## src/nps_pkg.sv

```systemverilog
// Summary of operation
// exactly two system power modes reported: full power or power off
// power off when battery absent or enable low; full power needs both
// communication functions permitted only in full power mode
// four power states: monitor, hard power down, standby, active
// monitor entered when enabled, enable high and battery below critical level
// monitor left only when battery rises above the higher exit threshold; the code also leaves it for active when CTRL_MON_EN is cleared
// in monitor the internal power unit supply is switched off autonomously
// host forces hard power down by driving enable low; device cannot
// standby keeps only the wake-up domain powered; the code also keeps the internal power unit on in standby
// active powers all blocks, functional mode idle, listener or poller
// after boot the device sits in active by default
// host should change default to standby after first boot; the code stores CTRL_BOOT_DN but never uses it, boot always lands in active
// configured, device drops from active to standby on its own
// in standby most blocks and the core are unpowered
// wake sources: bus address match, rf level detector, polling timer
// any enabled wake event moves standby to active, source recorded
// polling loop toggles between standby and active repeatedly
// host restricts functionality through enable and restriction bits
// after an rf exchange, return to idle or standby
// enable low forces hard power down above every other transition
`default_nettype none
package nps_pkg;
	localparam logic [7:0] ADDR_CTRL    = 8'h00;
	localparam logic [7:0] ADDR_WAKE_EN = 8'h04;
	localparam logic [7:0] ADDR_CRIT    = 8'h08;
	localparam logic [7:0] ADDR_STATUS  = 8'h0C;
	localparam logic [7:0] ADDR_POLL    = 8'h10;
	localparam logic [7:0] ADDR_FUNC    = 8'h14;
	// ctrl fields
	localparam int CTRL_MON_EN   = 0;
	localparam int CTRL_AUTO_SBY = 1;
	localparam int CTRL_POLL_EN  = 2;
	localparam int CTRL_RF_SBY   = 3;
	localparam int CTRL_BOOT_DN  = 4;
	localparam logic [31:0] CTRL_RST = 32'h0000_0001;
	localparam logic [2:0]  WAKE_RST = 3'h7;
	localparam logic [11:0] CRIT_RST = 12'h0A00;
	localparam logic [11:0] HYST_RST = 12'h0010;
	localparam logic [15:0] POLL_RST = 16'h00BE;
	localparam logic [2:0]  RESTRICT_RST = 3'h0;
	localparam int WAKE_ADDR = 0;
	localparam int WAKE_RF   = 1;
	localparam int WAKE_TMR  = 2;
	// low-power oscillator tick derived from clk
	localparam int CLK_HZ  = 20_000_000;
	localparam int LPO_HZ  = 380_000;
	localparam int LPO_DIV = CLK_HZ / LPO_HZ;
	localparam int BOOT_CYC = 16;
	typedef enum logic [3:0] {
		ST_MON = 4'b0001,
		ST_HPD = 4'b0010,
		ST_SBY = 4'b0100,
		ST_ACT = 4'b1000
	} nps_state_t;
	typedef enum logic [2:0] {
		FM_IDLE   = 3'b001,
		FM_LISTEN = 3'b010,
		FM_POLL   = 3'b100
	} nps_func_t;
	localparam logic [1:0] FCMD_NONE   = 2'h0;
	localparam logic [1:0] FCMD_LISTEN = 2'h1;
	localparam logic [1:0] FCMD_POLL   = 2'h2;
endpackage
`default_nettype wire

```

## src/nps_power_state_manager.sv

```systemverilog
`timescale 1ns/10ps
`default_nettype none
module nps_power_state_manager (
	input  wire logic        clk,
	input  wire logic        rst,
	input  wire logic        psel,
	input  wire logic        penable,
	input  wire logic        pwrite,
	input  wire logic [7:0]  paddr,
	input  wire logic [31:0] pwdata,
	output logic      [31:0] prdata,
	output logic             pready,
	output logic             pslverr,
	input  wire logic        battery_present,
	input  wire logic [11:0] battery_level,
	input  wire logic        power_enable_input,
	input  wire logic        host_addr_match,
	input  wire logic        rf_field_detect,
	input  wire logic        rf_exchange_done,
	output logic             full_power_mode,
	output logic             comm_allowed,
	output logic [3:0]       power_state,
	output logic [2:0]       func_mode,
	output logic             internal_power_unit_on,
	output logic             core_power_on,
	output logic             wake_domain_on,
	output logic             lpo_enable
);
	nps_pkg::nps_state_t st_ff;
	nps_pkg::nps_func_t  fm_ff;
	logic [31:0] ctrl_ff;
	logic [2:0]  wake_en_ff;
	logic [11:0] crit_ff;
	logic [11:0] hyst_ff;
	logic [15:0] poll_ff;
	logic [15:0] poll_cnt_ff;
	logic [7:0]  lpo_cnt_ff;
	logic [4:0]  boot_cnt_ff;
	logic [2:0]  wake_src_ff;
	logic [2:0]  restrict_ff;
	logic [1:0]  fcmd_ff;
	logic        low_batt_ff;
	logic [31:0] nxt_prdata;
	logic        full_pwr;
	logic        wr;
	logic        lpo_tick;
	logic        poll_evt;
	logic [2:0]  wake_hit;
	logic        boot_done;
	wire         mon_en   = ctrl_ff[nps_pkg::CTRL_MON_EN];
	wire         auto_sby = ctrl_ff[nps_pkg::CTRL_AUTO_SBY];
	wire         poll_en  = ctrl_ff[nps_pkg::CTRL_POLL_EN];
	wire         rf_sby   = ctrl_ff[nps_pkg::CTRL_RF_SBY];

	assign pready  = 1'b1;
	assign wr      = psel && penable && pwrite;
	assign pslverr = psel && penable && !(paddr == nps_pkg::ADDR_CTRL || paddr == nps_pkg::ADDR_WAKE_EN
		|| paddr == nps_pkg::ADDR_CRIT || paddr == nps_pkg::ADDR_STATUS
		|| paddr == nps_pkg::ADDR_POLL || paddr == nps_pkg::ADDR_FUNC);

	// battery comparator with hysteresis: enter below crit, leave above crit+hyst
	always_ff @(posedge clk or posedge rst) begin
		if (rst) begin
			low_batt_ff <= 1'b0;
		end else if (!low_batt_ff && battery_level < crit_ff) begin
			low_batt_ff <= 1'b1;
		// one bit wider so a high critical level cannot wrap the exit threshold
		end else if (low_batt_ff && {1'b0, battery_level} > {1'b0, crit_ff} + {1'b0, hyst_ff}) begin
			low_batt_ff <= 1'b0;
		end
	end

	assign full_pwr        = battery_present && power_enable_input && st_ff != nps_pkg::ST_MON;
	assign full_power_mode = full_pwr;
	assign comm_allowed    = full_pwr && st_ff == nps_pkg::ST_ACT;

	// divider standing in for the 380 kHz oscillator
	always_ff @(posedge clk or posedge rst) begin
		if (rst) begin
			lpo_cnt_ff <= 8'h00;
		end else if (lpo_cnt_ff == 8'(nps_pkg::LPO_DIV - 1)) begin
			lpo_cnt_ff <= 8'h00;
		end else begin
			lpo_cnt_ff <= lpo_cnt_ff + 8'h01;
		end
	end
	assign lpo_tick   = lpo_cnt_ff == 8'(nps_pkg::LPO_DIV - 1);
	assign lpo_enable = poll_en && full_pwr;

	always_ff @(posedge clk or posedge rst) begin
		if (rst) begin
			poll_cnt_ff <= 16'h0000;
		end else if (st_ff != nps_pkg::ST_SBY || !poll_en) begin
			poll_cnt_ff <= 16'h0000;
		end else if (lpo_tick) begin
			poll_cnt_ff <= poll_evt ? 16'h0000 : poll_cnt_ff + 16'h0001;
		end
	end
	assign poll_evt = lpo_tick && poll_cnt_ff >= poll_ff;

	assign wake_hit[nps_pkg::WAKE_ADDR] = host_addr_match && wake_en_ff[nps_pkg::WAKE_ADDR];
	assign wake_hit[nps_pkg::WAKE_RF]   = rf_field_detect && wake_en_ff[nps_pkg::WAKE_RF];
	assign wake_hit[nps_pkg::WAKE_TMR]  = poll_evt && poll_en && wake_en_ff[nps_pkg::WAKE_TMR];

	always_ff @(posedge clk or posedge rst) begin
		if (rst) begin
			boot_cnt_ff <= 5'h00;
		end else if (!full_pwr) begin
			boot_cnt_ff <= 5'h00;
		end else if (!boot_done) begin
			boot_cnt_ff <= boot_cnt_ff + 5'h01;
		end
	end
	assign boot_done = boot_cnt_ff == 5'(nps_pkg::BOOT_CYC);

	// power state machine
	always_ff @(posedge clk or posedge rst) begin
		if (rst) begin
			st_ff <= nps_pkg::ST_HPD;
		end else if (!power_enable_input || !battery_present) begin
			st_ff <= nps_pkg::ST_HPD;
		end else if (mon_en && low_batt_ff) begin
			st_ff <= nps_pkg::ST_MON;
		end else begin
			unique case (st_ff)
				nps_pkg::ST_MON: st_ff <= nps_pkg::ST_ACT;
				nps_pkg::ST_HPD: st_ff <= nps_pkg::ST_ACT;
				nps_pkg::ST_SBY: begin
					if (|wake_hit) begin
						st_ff <= nps_pkg::ST_ACT;
					end
				end
				nps_pkg::ST_ACT: begin
					// autonomous drop only once booted and idle
					if (auto_sby && boot_done && fm_ff == nps_pkg::FM_IDLE && fcmd_ff == nps_pkg::FCMD_NONE) begin
						st_ff <= nps_pkg::ST_SBY;
					end else if (rf_sby && rf_exchange_done && fm_ff != nps_pkg::FM_IDLE) begin
						st_ff <= nps_pkg::ST_SBY;
					end
				end
				default: st_ff <= nps_pkg::ST_HPD;
			endcase
		end
	end

	always_ff @(posedge clk or posedge rst) begin
		if (rst) begin
			wake_src_ff <= 3'h0;
		end else if (st_ff == nps_pkg::ST_SBY && |wake_hit) begin
			wake_src_ff <= wake_hit;
		end
	end

	// functional mode inside active
	always_ff @(posedge clk or posedge rst) begin
		if (rst) begin
			fm_ff <= nps_pkg::FM_IDLE;
		end else if (st_ff != nps_pkg::ST_ACT) begin
			fm_ff <= nps_pkg::FM_IDLE;
		end else if (rf_exchange_done) begin
			fm_ff <= nps_pkg::FM_IDLE;
		end else if (fcmd_ff == nps_pkg::FCMD_POLL && !restrict_ff[2]) begin
			fm_ff <= nps_pkg::FM_POLL;
		end else if ((fcmd_ff == nps_pkg::FCMD_LISTEN || wake_src_ff[nps_pkg::WAKE_RF]) && !restrict_ff[1]) begin
			fm_ff <= nps_pkg::FM_LISTEN;
		end
	end

	assign power_state            = st_ff;
	assign func_mode              = fm_ff;
	assign internal_power_unit_on = st_ff == nps_pkg::ST_ACT || st_ff == nps_pkg::ST_SBY;
	assign core_power_on          = st_ff == nps_pkg::ST_ACT;
	assign wake_domain_on         = st_ff == nps_pkg::ST_SBY || st_ff == nps_pkg::ST_ACT;

	// register writes
	always_ff @(posedge clk or posedge rst) begin
		if (rst) begin
			ctrl_ff    <= nps_pkg::CTRL_RST;
			wake_en_ff <= nps_pkg::WAKE_RST;
			crit_ff    <= nps_pkg::CRIT_RST;
			hyst_ff    <= nps_pkg::HYST_RST;
			poll_ff    <= nps_pkg::POLL_RST;
			restrict_ff <= nps_pkg::RESTRICT_RST;
		end else if (wr) begin
			unique case (paddr)
				nps_pkg::ADDR_CTRL:    ctrl_ff <= {27'h000_0000, pwdata[4:0]};
				nps_pkg::ADDR_WAKE_EN: wake_en_ff <= pwdata[2:0];
				nps_pkg::ADDR_CRIT: begin
					crit_ff <= pwdata[11:0];
					hyst_ff <= pwdata[27:16];
				end
				nps_pkg::ADDR_POLL:    poll_ff <= pwdata[15:0];
				nps_pkg::ADDR_FUNC:    restrict_ff <= pwdata[6:4];
				default: ;
			endcase
		end
	end

	// functional command: held until an rf exchange completes, a new write or state leaves active
	always_ff @(posedge clk or posedge rst) begin
		if (rst) begin
			fcmd_ff <= nps_pkg::FCMD_NONE;
		end else if (wr && paddr == nps_pkg::ADDR_FUNC) begin
			fcmd_ff <= pwdata[1:0];
		end else if (st_ff != nps_pkg::ST_ACT || rf_exchange_done) begin
			fcmd_ff <= nps_pkg::FCMD_NONE;
		end
	end

	always_comb begin
		nxt_prdata = 32'h0000_0000;
		unique case (paddr)
			nps_pkg::ADDR_CTRL:    nxt_prdata = ctrl_ff;
			nps_pkg::ADDR_WAKE_EN: nxt_prdata = {29'h0000_0000, wake_en_ff};
			nps_pkg::ADDR_CRIT:    nxt_prdata = {4'h0, hyst_ff, 4'h0, crit_ff};
			nps_pkg::ADDR_STATUS:  nxt_prdata = {15'h0000, wake_src_ff, 1'b0, fm_ff, 3'h0,
				low_batt_ff, comm_allowed, full_pwr, st_ff};
			nps_pkg::ADDR_POLL:    nxt_prdata = {16'h0000, poll_ff};
			nps_pkg::ADDR_FUNC:    nxt_prdata = {25'h000_0000, restrict_ff, 2'h0, fcmd_ff};
			default:               nxt_prdata = 32'h0000_0000;
		endcase
	end

	always_ff @(posedge clk or posedge rst) begin
		if (rst) begin
			prdata <= 32'h0000_0000;
		end else if (psel && !penable && !pwrite) begin
			prdata <= nxt_prdata;
		end
	end
endmodule
`default_nettype wire

```

## config.mk

```make
export PLATFORM = sky130hd
export DESIGN_NAME = nps_power_state_manager
export DESIGN_NICKNAME = d
export VERILOG_FILES = /design/src/nps_pkg.sv /design/src/nps_power_state_manager.sv
export SDC_FILE = /design/constraint.sdc
export NUM_CORES = 1
export LEC_CHECK = 0
export BUFFER_PORTS_ARGS = -buffer_cell sky130_fd_sc_hd__buf_4
export CAP_MARGIN = 40
export CORE_MARGIN = 5
export CORE_UTILIZATION = 64
export CTS_BUF_LIST = sky130_fd_sc_hd__clkbuf_4
export CTS_CLUSTER_DIAMETER = 150
export DETAILED_ROUTE_END_ITERATION = 8
export PLACE_DENSITY = 0.88
export SLEW_MARGIN = 20
export SYNTH_ARGS = -nofsm -noshare
export SYNTH_HDL_FRONTEND = slang
export SYNTH_SLANG_ARGS = --single-unit
```

## constraint.sdc

```tcl
create_clock -name clk -period 13.24 [get_ports clk]
set_input_delay 3.972 -clock clk [delete_from_list [all_inputs] [get_ports clk]]
set_output_delay 3.972 -clock clk [all_outputs]
set_load 0.1 [all_outputs]
```

Word-level counts from Yosys, hierarchy flattened
Index checks and enable logic that the tools add are counted.

Bits in registers: 125. Bits of input ports: 62. Output and inout bits: 47. Logic and storage cells: 123.

Add/sub/neg operators: 4. Magnitude comparators: 3. Equal/unequal tests: 21. Mux-type cells: 21. Reduce and logical (&&, ||, !) cells: 59.

Operators by type and width (number): case mux 28 bit (6 select lines) (1); 2-to-1 mux 16 bit (3); logical AND 1 bit (26); 2-to-1 mux 4 bit (5); adder 16 x 1 -> 16 bit (second input constant) (1); equality test 8 x 4 -> 1 bit (second input constant) (2); equality test 8 x 5 -> 1 bit (second input constant) (2); greater-or-equal comparator 16 bit (1); adder 12 x 12 -> 13 bit (1); > comparator 12 x 13 -> 1 bit (1); less-than comparator 12 bit (1); 2-to-1 mux 3 bit (4); case mux 4 bit (3 select lines) (1); AND reduction 2 bit (6); logical OR 1 bit (10); 2-to-1 mux 5 bit (2); logical NOT 1 bit (9); adder 8 x 1 -> 8 bit (second input constant) (1); equality test 8 x 3 -> 1 bit (second input constant) (1); equality test 8 x 6 -> 1 bit (second input constant) (1); logical NOT 8 bit (1); 2-to-1 mux 8 bit (1); != test 4 bit (second input constant) (2); nonzero test 2 bit (3); 20 further kinds (22).

Depth between registers and ports, before layout
Gate-level depths: netlist of the first run.

Depth after elaboration: 9. Mapped depth: 16. Mapped depth without buffers: 16.

Worst setup path before layout of the first run
Ideal clock, no wire load.

Path kind: input to output. Start: input port paddr[3]. End: output port pslverr. Arrival: 5.770 ns. Data required time: 9.268 ns. Slack: 3.498 ns. Stages on the path: 3. Path buffers: 1. Cells stage by stage: buf_2 nand2_1 a21oi_1.

Word-level cells in the longest chain between the ends: 8. Elaborated cells between the ends (all ways): 13. Those cells by class: 5 x eq/ne; 8 x reduce/logical.

Ends and longest elaborated chain: start, declared (RTL line nps_power_state_manager.sv:9) `input wire logic [7:0] paddr,`; equality test 8 x 3 -> 1 bit or logical NOT 8 bit (tied branches) (RTL line nps_power_state_manager.sv:57) `assign pslverr = psel && penable && !(paddr == nps_pkg::ADDR_CTRL || paddr == nps_pkg::ADDR_WAKE_EN`; logical OR 1 bit (RTL line nps_power_state_manager.sv:57); logical OR 1 bit (2 in series) (RTL line nps_power_state_manager.sv:58) `|| paddr == nps_pkg::ADDR_CRIT || paddr == nps_pkg::ADDR_STATUS`; logical OR 1 bit (RTL line nps_power_state_manager.sv:59) `|| paddr == nps_pkg::ADDR_POLL || paddr == nps_pkg::ADDR_FUNC);`; logical OR 1 bit (*) (RTL line nps_power_state_manager.sv:59); logical NOT 1 bit (*) (RTL line nps_power_state_manager.sv:57); logical AND 1 bit (*) (RTL line nps_power_state_manager.sv:57); end, declared (RTL line nps_power_state_manager.sv:13) `output logic pslverr,`.

Every way passes the cells marked *; elsewhere a longest branch is shown, timed or not.

Final worst setup path of the first run
Start: input port paddr[5]. End: output port pslverr.

Same word-level chain as after synthesis.

==> results.md, run 1 <==
- DR iter-0 viols: 506
- Post-Route Setup TNS: 0 ns
- DP Wirelength: 13990 µm
- Routed len/inst: 18.96 µm
- Drt pass-1 iters: 5
- Setup CP Type: in2out
- Die Wd: 114.8 µm
- Setup bufs post-CTS: 0
- Core Box Area: 10790 µm²
- CP startpoint kind: primary input
- Tmin final: 9.210 ns
- F_max: 0.1086 GHz
- Endpoints failing setup: 0
- Post-route ant nets: 0
- Via Count: 5945
- Final period util: 69.56%
- Total grt overflow: 0
- Worst Path Max Fanout: 5
- Antenna violations before repair: 0
- Synthesis-to-finish area growth: 15.47%
- CTS Sinks: 121
- Status: finished, final reports clean
- Critical Path Source: paddr[5]
- Relative slew slack: 47.96%
- CP Cell Sequence: buf_4 > or4_4 > nor2_2 > a21oi_1 > buf_4
- Clock latency on the worst-skew pair: 0.54 ns
- Mapped Cells: 734
- FF+latch count, synth: 121
- CTS buffer count: 17
- Hold_sp: prdata[17]
- Ys Warns: 0
- Class of the worst hold path: reg2reg
- Layout cells sized above 1: 22.74%
- Max-slew violation count: 0
- CP most frequent cell: buf_4
- Maxcap violations: 0
- CTS clk-pin slew, worst paths: 0.10 ns
- Synth async-reset ratio: 100.0%
- RSZ-0062 raised after global routing: false
- Via density per instance: 6.066
- Crit path buf inv count: 2
- CP max stage cell: or4_4
- First-pass GRT wire length: 29930 µm
- Vias in the first global route: 6055
- Starting Density: 65.12%
- VDD IR-drop max: 0.08024 mV
- Ant diodes: 0
- Post-Syn Area: 7028 µm²
- Clk root buf: clkbuf_4
- Power per cell area: 94.79 nW/µm²
- Drt total wl: 18590 µm
- Hold-fix buffers, CTS: 0
- GRT Overall Usage: 29.05%
- Leak: 3.870 nW
- Die H: 114.8 µm
- Max incr delay on CP: 0.56 ns
- DRC viols: 0
- Worst Tran Pin Value: 0.7807 ns
- Avg Inst Size Synth: 9.575 µm²
- Required time worst endpoint: 9.27 ns
- Placement row count: 38
- Post-CTS resize count: 0
- Ports: 109
- Synth unique cells: 69
- Ys flop type: dfrtp_1
- Number of enable flip-flop cells after synthesis: 0
- Clk_skew: 0.01658 ns
- CP Capture Type: output pin
- Die ar.: 13180 µm²
- Clock Tree Buf Depth: 2
- Tot Pwr: 0.7692 mW
- Delay-heaviest family, CP: simple AND/OR/NAND/NOR gates
- Sequential area share after synthesis: 43.35%
- Final hold violation count: 0
- Reg2reg start: crit_ff[2]
- CTS tree: yes
- PortBufs: 99
- Final RePlAce weighted congestion: 0.9107
- # fillers: 747
- H-tree depth: 4
- Nets: 945
- Largest net degree at the start of global routing: 53
- CP Data Arrival Time: 5.24 ns
[through the flow]
stage | util [%] | cells | setup slack, ns | area [µm²] | hold WS (ns)
5_1_grt | 75.19 | 980 | 3.980 | 8115 | 0.4983
6_report | 75.19 | 980 | 4.030 | 8115 | 0.4886
3_5_place_dp | 72.39 | 947 | 4.028 | 7812 | 0.4722
4_1_cts | 75.12 | 979 | 4.024 | 8108 | 0.4947
2_1_floorplan | - | 737 | 3.498 | 7039 | 0.4385
3_3_place_gp | 72.13 | 946 | 4.025 | 7785 | 0.4574
[final timing paths]
check	cells after the start	end	slack, ns
min in group asynchronous	2	ctrl_ff[3]	3.45
max in group asynchronous	4	crit_ff[9]	8.61
worst min-delay path	2	prdata[17]	0.49
worst min register to register	2	prdata[17]	0.49
worst max register to register	13	low_batt_ff	9.70
worst max-delay path	5	pslverr	4.03
[worst register-to-register path, cell delays in order (launching register included)]
cell and delay [ns]:
dfrtp_1 0.43, ha_1 0.37, o21ai_0 0.21, o21bai_1 0.15, and4_1 0.23, a2111oi_1 0.56, a21oi_1 0.19, xnor2_1 0.21
ha_1 0.27, nand4_1 0.10, o311ai_0 0.15, a211oi_1 0.27, o221ai_1 0.18, o31a_1 0.14
[cells in the final DEF (no fill, tap or decap), types with 6 or more instances in the layout]
| cell type | count |
|---|---|
| mux2_4 | 6 |
| a22oi_1 | 11 |
| xor2_1 | 13 |
| nand2_1 | 100 |
| nor3_1 | 6 |
| a211oi_1 | 7 |
| a21o_1 | 9 |
| clkbuf_4 | 20 |
| nand2b_1 | 6 |
| nand3_1 | 25 |
| buf_4 | 101 |
| a21oi_1 | 32 |
| inv_1 | 43 |
| dfrtp_1 | 106 |
| nor2_1 | 46 |
| o21ai_0 | 76 |
| ha_1 | 55 |
| and3_1 | 8 |
| mux2_2 | 18 |
| dfstp_2 | 15 |
| o21a_1 | 6 |
| xnor2_1 | 19 |
| nand4_1 | 10 |
| nor2b_1 | 6 |
[power by group]
group	internal [mW]	switching, mW
combinational	0.0424	0.0672
clock	0.134	0.143
sequential	0.376	0.00699
[cell type report]
type,count,area (µm²),area share [%]
well taps,140,175.2,2.158
clock buffers,19,142.6,1.758
inverters,44,167.7,2.066
repair buffers,103,793.3,9.775
clock inverters,13,152.6,1.881
flip-flops and latches,121,3047,37.54
multi-input cells,540,3637,44.82
[synthesized netlist by cell type, types with 7 or more instances]
library cell,n,area share [%]
nand4_1,10,0.89
nor2_1,46,2.5
buf_4,12,1.3
nand3_1,25,1.8
nand2_1,100,5.3
a22oi_1,11,1.2
and3_1,8,0.71
mux2_2,18,2.9
a211oi_1,7,0.75
a21oi_1,32,2.3
a21o_1,9,0.96
xor2_1,13,1.6
inv_1,44,2.4
dfrtp_1,106,38
xnor2_1,19,2.4
ha_1,55,9.8
o21ai_0,76,5.4
dfstp_2,15,5.6
clkbuf_1,13,0.69
[registers in the layout, indices dropped and copies added (netlist names), 4 cells and up]
| register | count |
|---|---|
| prdata | 28 |
| poll_cnt_ff | 16 |
| poll_ff | 16 |
| crit_ff | 12 |
| hyst_ff | 12 |
| lpo_cnt_ff | 8 |
| boot_cnt_ff | 5 |
| ctrl_ff | 5 |
| power_state | 4 |
[logic make-up after synthesis]
| kind of cell | synth area share [%] |
|---|---|
| AND/OR/NAND/NOR | 17.34 |
| AO/OA/AOI/OAI | 15.20 |
| flip-flops | 43.35 |
| buffers and inverters | 5.056 |
| adder cells (fa/ha/maj) | 10.08 |
| XOR/XNOR | 3.988 |
| multiplexers | 4.878 |
| other | 0.1069 |
[layer usage]
layer	share of wire [%]	wire [µm]	track usage, %
met1	40	7417	35.31
met2	51	9437	50.25
met3	6.6	1220	6.684
met4	2.7	510	11.50
met5	0	0	0
Note: power is estimated with default switching activity, not from simulation.
==> run 2, diff against run 1 <==
--- a/config.mk
+++ b/config.mk
@@ -8,11 +8,11 @@
 export BUFFER_PORTS_ARGS = -buffer_cell sky130_fd_sc_hd__buf_4
 export CAP_MARGIN = 40
 export CORE_MARGIN = 5
-export CORE_UTILIZATION = 64
+export CORE_UTILIZATION = 54
 export CTS_BUF_LIST = sky130_fd_sc_hd__clkbuf_4
 export CTS_CLUSTER_DIAMETER = 150
 export DETAILED_ROUTE_END_ITERATION = 8
-export PLACE_DENSITY = 0.88
+export PLACE_DENSITY = 0.79
 export SLEW_MARGIN = 20
 export SYNTH_ARGS = -nofsm -noshare
 export SYNTH_HDL_FRONTEND = slang
==> constraint.sdc (replaced) <==
create_clock -name clk -period 7.4 [get_ports clk]
set_input_delay 2.22 -clock clk [delete_from_list [all_inputs] [get_ports clk]]
set_output_delay 2.22 -clock clk [all_outputs]
set_load 0.1 [all_outputs]
==> run 2 against run 1 <==
Register-to-register slack got worse by 5.7 ns. Sequential cell count is the same. Combinational power increased by 75%. Critical endpoint unchanged. First-iteration DRC count grew 10%. Sequential share of layout area is essentially flat. Wire length down 4.3%. Worst setup slack got worse by 2.3 ns. Die area grew 17%. Sequential power grew 79%. Final cell count increased by 3.1%.
==> results.md, run 2 (synthesis gave the netlist of run 1 again) <==
- Status: finished, final reports clean
- Maxcap violations: 0
- Commonest non-fill, non-tap cell in the layout: dfrtp_1
- Power per cell area: 163.2 nW/µm²
- Final hold violation count: 0
- Die ar.: 15400 µm²
- Leak: 3.850 nW
- Placement row count: 41
- Worst hold slack: 0.4886 ns
- Power share of the clock group: 33.8%
- Relative slew slack: 43.05%
- First-pass GRT wire length: 28760 µm
- Hold_sp: prdata[1]
- Ports: 109
- Combinational share of power: 14.5%
- Drt pass-1 iters: 6
- Total grt overflow: 0
- Die H: 124.1 µm
- CTS tree: yes
- Seq pwr share: 51.7%
- Crit Reg-Reg Endpoint: low_batt_ff
- Post-CTS resize count: 0
- Clk root buf: clkbuf_4
- Antenna violations before repair: 0
- Core Box Area: 12670 µm²
- CP max stage cell: or4_4
- Most frequent cells in the layout: dfrtp_1, buf_4, nand2_1, o21ai_0, ha_1
- Via density per instance: 5.782
- Biggest regs: prdata x28, poll_cnt_ff x16, poll_ff x16
- Required time worst endpoint: 5.18 ns
- Via Count: 5840
- CP Cell Sequence: buf_4 > or4_4 > nor2_2 > a21oi_1 > buf_4
- Worst Path Max Fanout: 5
- Synthesis-to-finish area growth: 15.40%
- Post-Route Setup TNS: 0 ns
- Class of the worst hold path: reg2reg
- F_max: 0.1777 GHz
- CTS buffer count: 17
- Largest net degree at the start of global routing: 60
- Crit path buf inv count: 2
- Largest Register: prdata
- Max incr delay on CP: 0.56 ns
- Sw frac: 27.20%
- Hold-fix buffers, CTS: 0
- Delay-heaviest family, CP: simple AND/OR/NAND/NOR gates
- Worst Tran Pin Value: 0.8526 ns
- GRT Overall Usage: 24.23%
- Placement-stage cell area: 7853 µm²
- CTS clk-pin slew, worst paths: 0.09 ns
- Max reg flops: 28
- CTS Sinks: 121
- Layout cells sized above 1: 22.20%
- DRC viols: 0
- Clock latency on the worst-skew pair: 0.54 ns
- Setup bufs post-CTS: 0
- # fillers: 1051
- PortBufs: 99
- Hold Path End: prdata[1]
- Routed len/inst: 17.61 µm
- Worst Hold Depth: 1
- DR iter-0 viols: 557
- CP Data Arrival Time: 3.41 ns
- RSZ-0062 raised after global routing: false
- Clock Tree Buf Depth: 2
- Nets: 944
- Reg2reg start: crit_ff[1]
- Final period util: 76.06%
- Ant diodes: 0
- Starting Density: 55.47%
- Max-slew violation count: 0
- Vias in the first global route: 5942
- FF-to-FF path depth: 13
- Critical Path Source: paddr[5]
- Net switching power: 0.3600 mW
- VDD IR-drop max: 0.1156 mV
- CP most frequent cell: buf_4
- Endpoints failing setup: 0
- Internal Power: 0.9634 mW
- DP Wirelength: 13850 µm
- R2R Setup Slk: 3.98 ns
- H-tree depth: 4
- Drt total wl: 17790 µm
- Die Wd: 124.1 µm
- Post-route ant nets: 0
- Clk_skew: 0.02173 ns
- Design area: 8110 µm²
- Final RePlAce weighted congestion: 0.9329
- Setup CP Type: in2out
- CP startpoint kind: primary input
- CP Capture Type: output pin
- Tmin final: 5.628 ns
run 2: how the worst max path moves through the flow:
stage | to | slack [ns] | cells past startpoint
after detailed placement | pslverr | 1.78 | 5
after CTS | pslverr | 1.78 | 5
after global routing | pslverr | 1.73 | 5
after global placement | pslverr | 1.78 | 5
after floorplan | pslverr | 1.16 | 3
final | pslverr | 1.77 | 5
run 2: cell type report:
cell class,count,area [µm²],share of cell area (%)
multi-input combinational,540,3637,44.85
sequential,121,3047,37.57
timing repair buffer,102,785.8,9.688
tap,172,215.2,2.653
clock buffer,23,172.7,2.129
inverter,44,167.7,2.067
clock inverter,8,85.08,1.049
run 2: per-stage QoR:
step / std cells / setup WS, ns / power, mW / util [%]
3_3_place_gp: 978 / 1.778 / 0.8789 / 61.76
2_1_floorplan: 737 / 1.162 / 0.8218 / -
6_report: 1010 / 1.772 / 1.323 / 64.01
5_1_grt: 1010 / 1.726 / 1.385 / 64.01
3_5_place_dp: 979 / 1.782 / 0.8882 / 61.97
4_1_cts: 1010 / 1.778 / 1.331 / 64.01
run 2: metal layers:
metal	wire length [µm]	vias to the layer above	GRT usage, %
met2	9087	168	42.47
met4	407	0	9.035
li1	-	2759	-
met1	7316	2885	29.05
met3	977	28	5.540
met5	0	-	0
run 2: power by group through the flow:
stage,Sequential (mW),Clock (mW),Combinational [mW]
floorplan,0.699,0,0.123
global placement,0.696,0,0.183
detailed placement,0.697,0,0.192
CTS,0.684,0.454,0.193
global route,0.686,0.484,0.215
finish,0.684,0.447,0.192
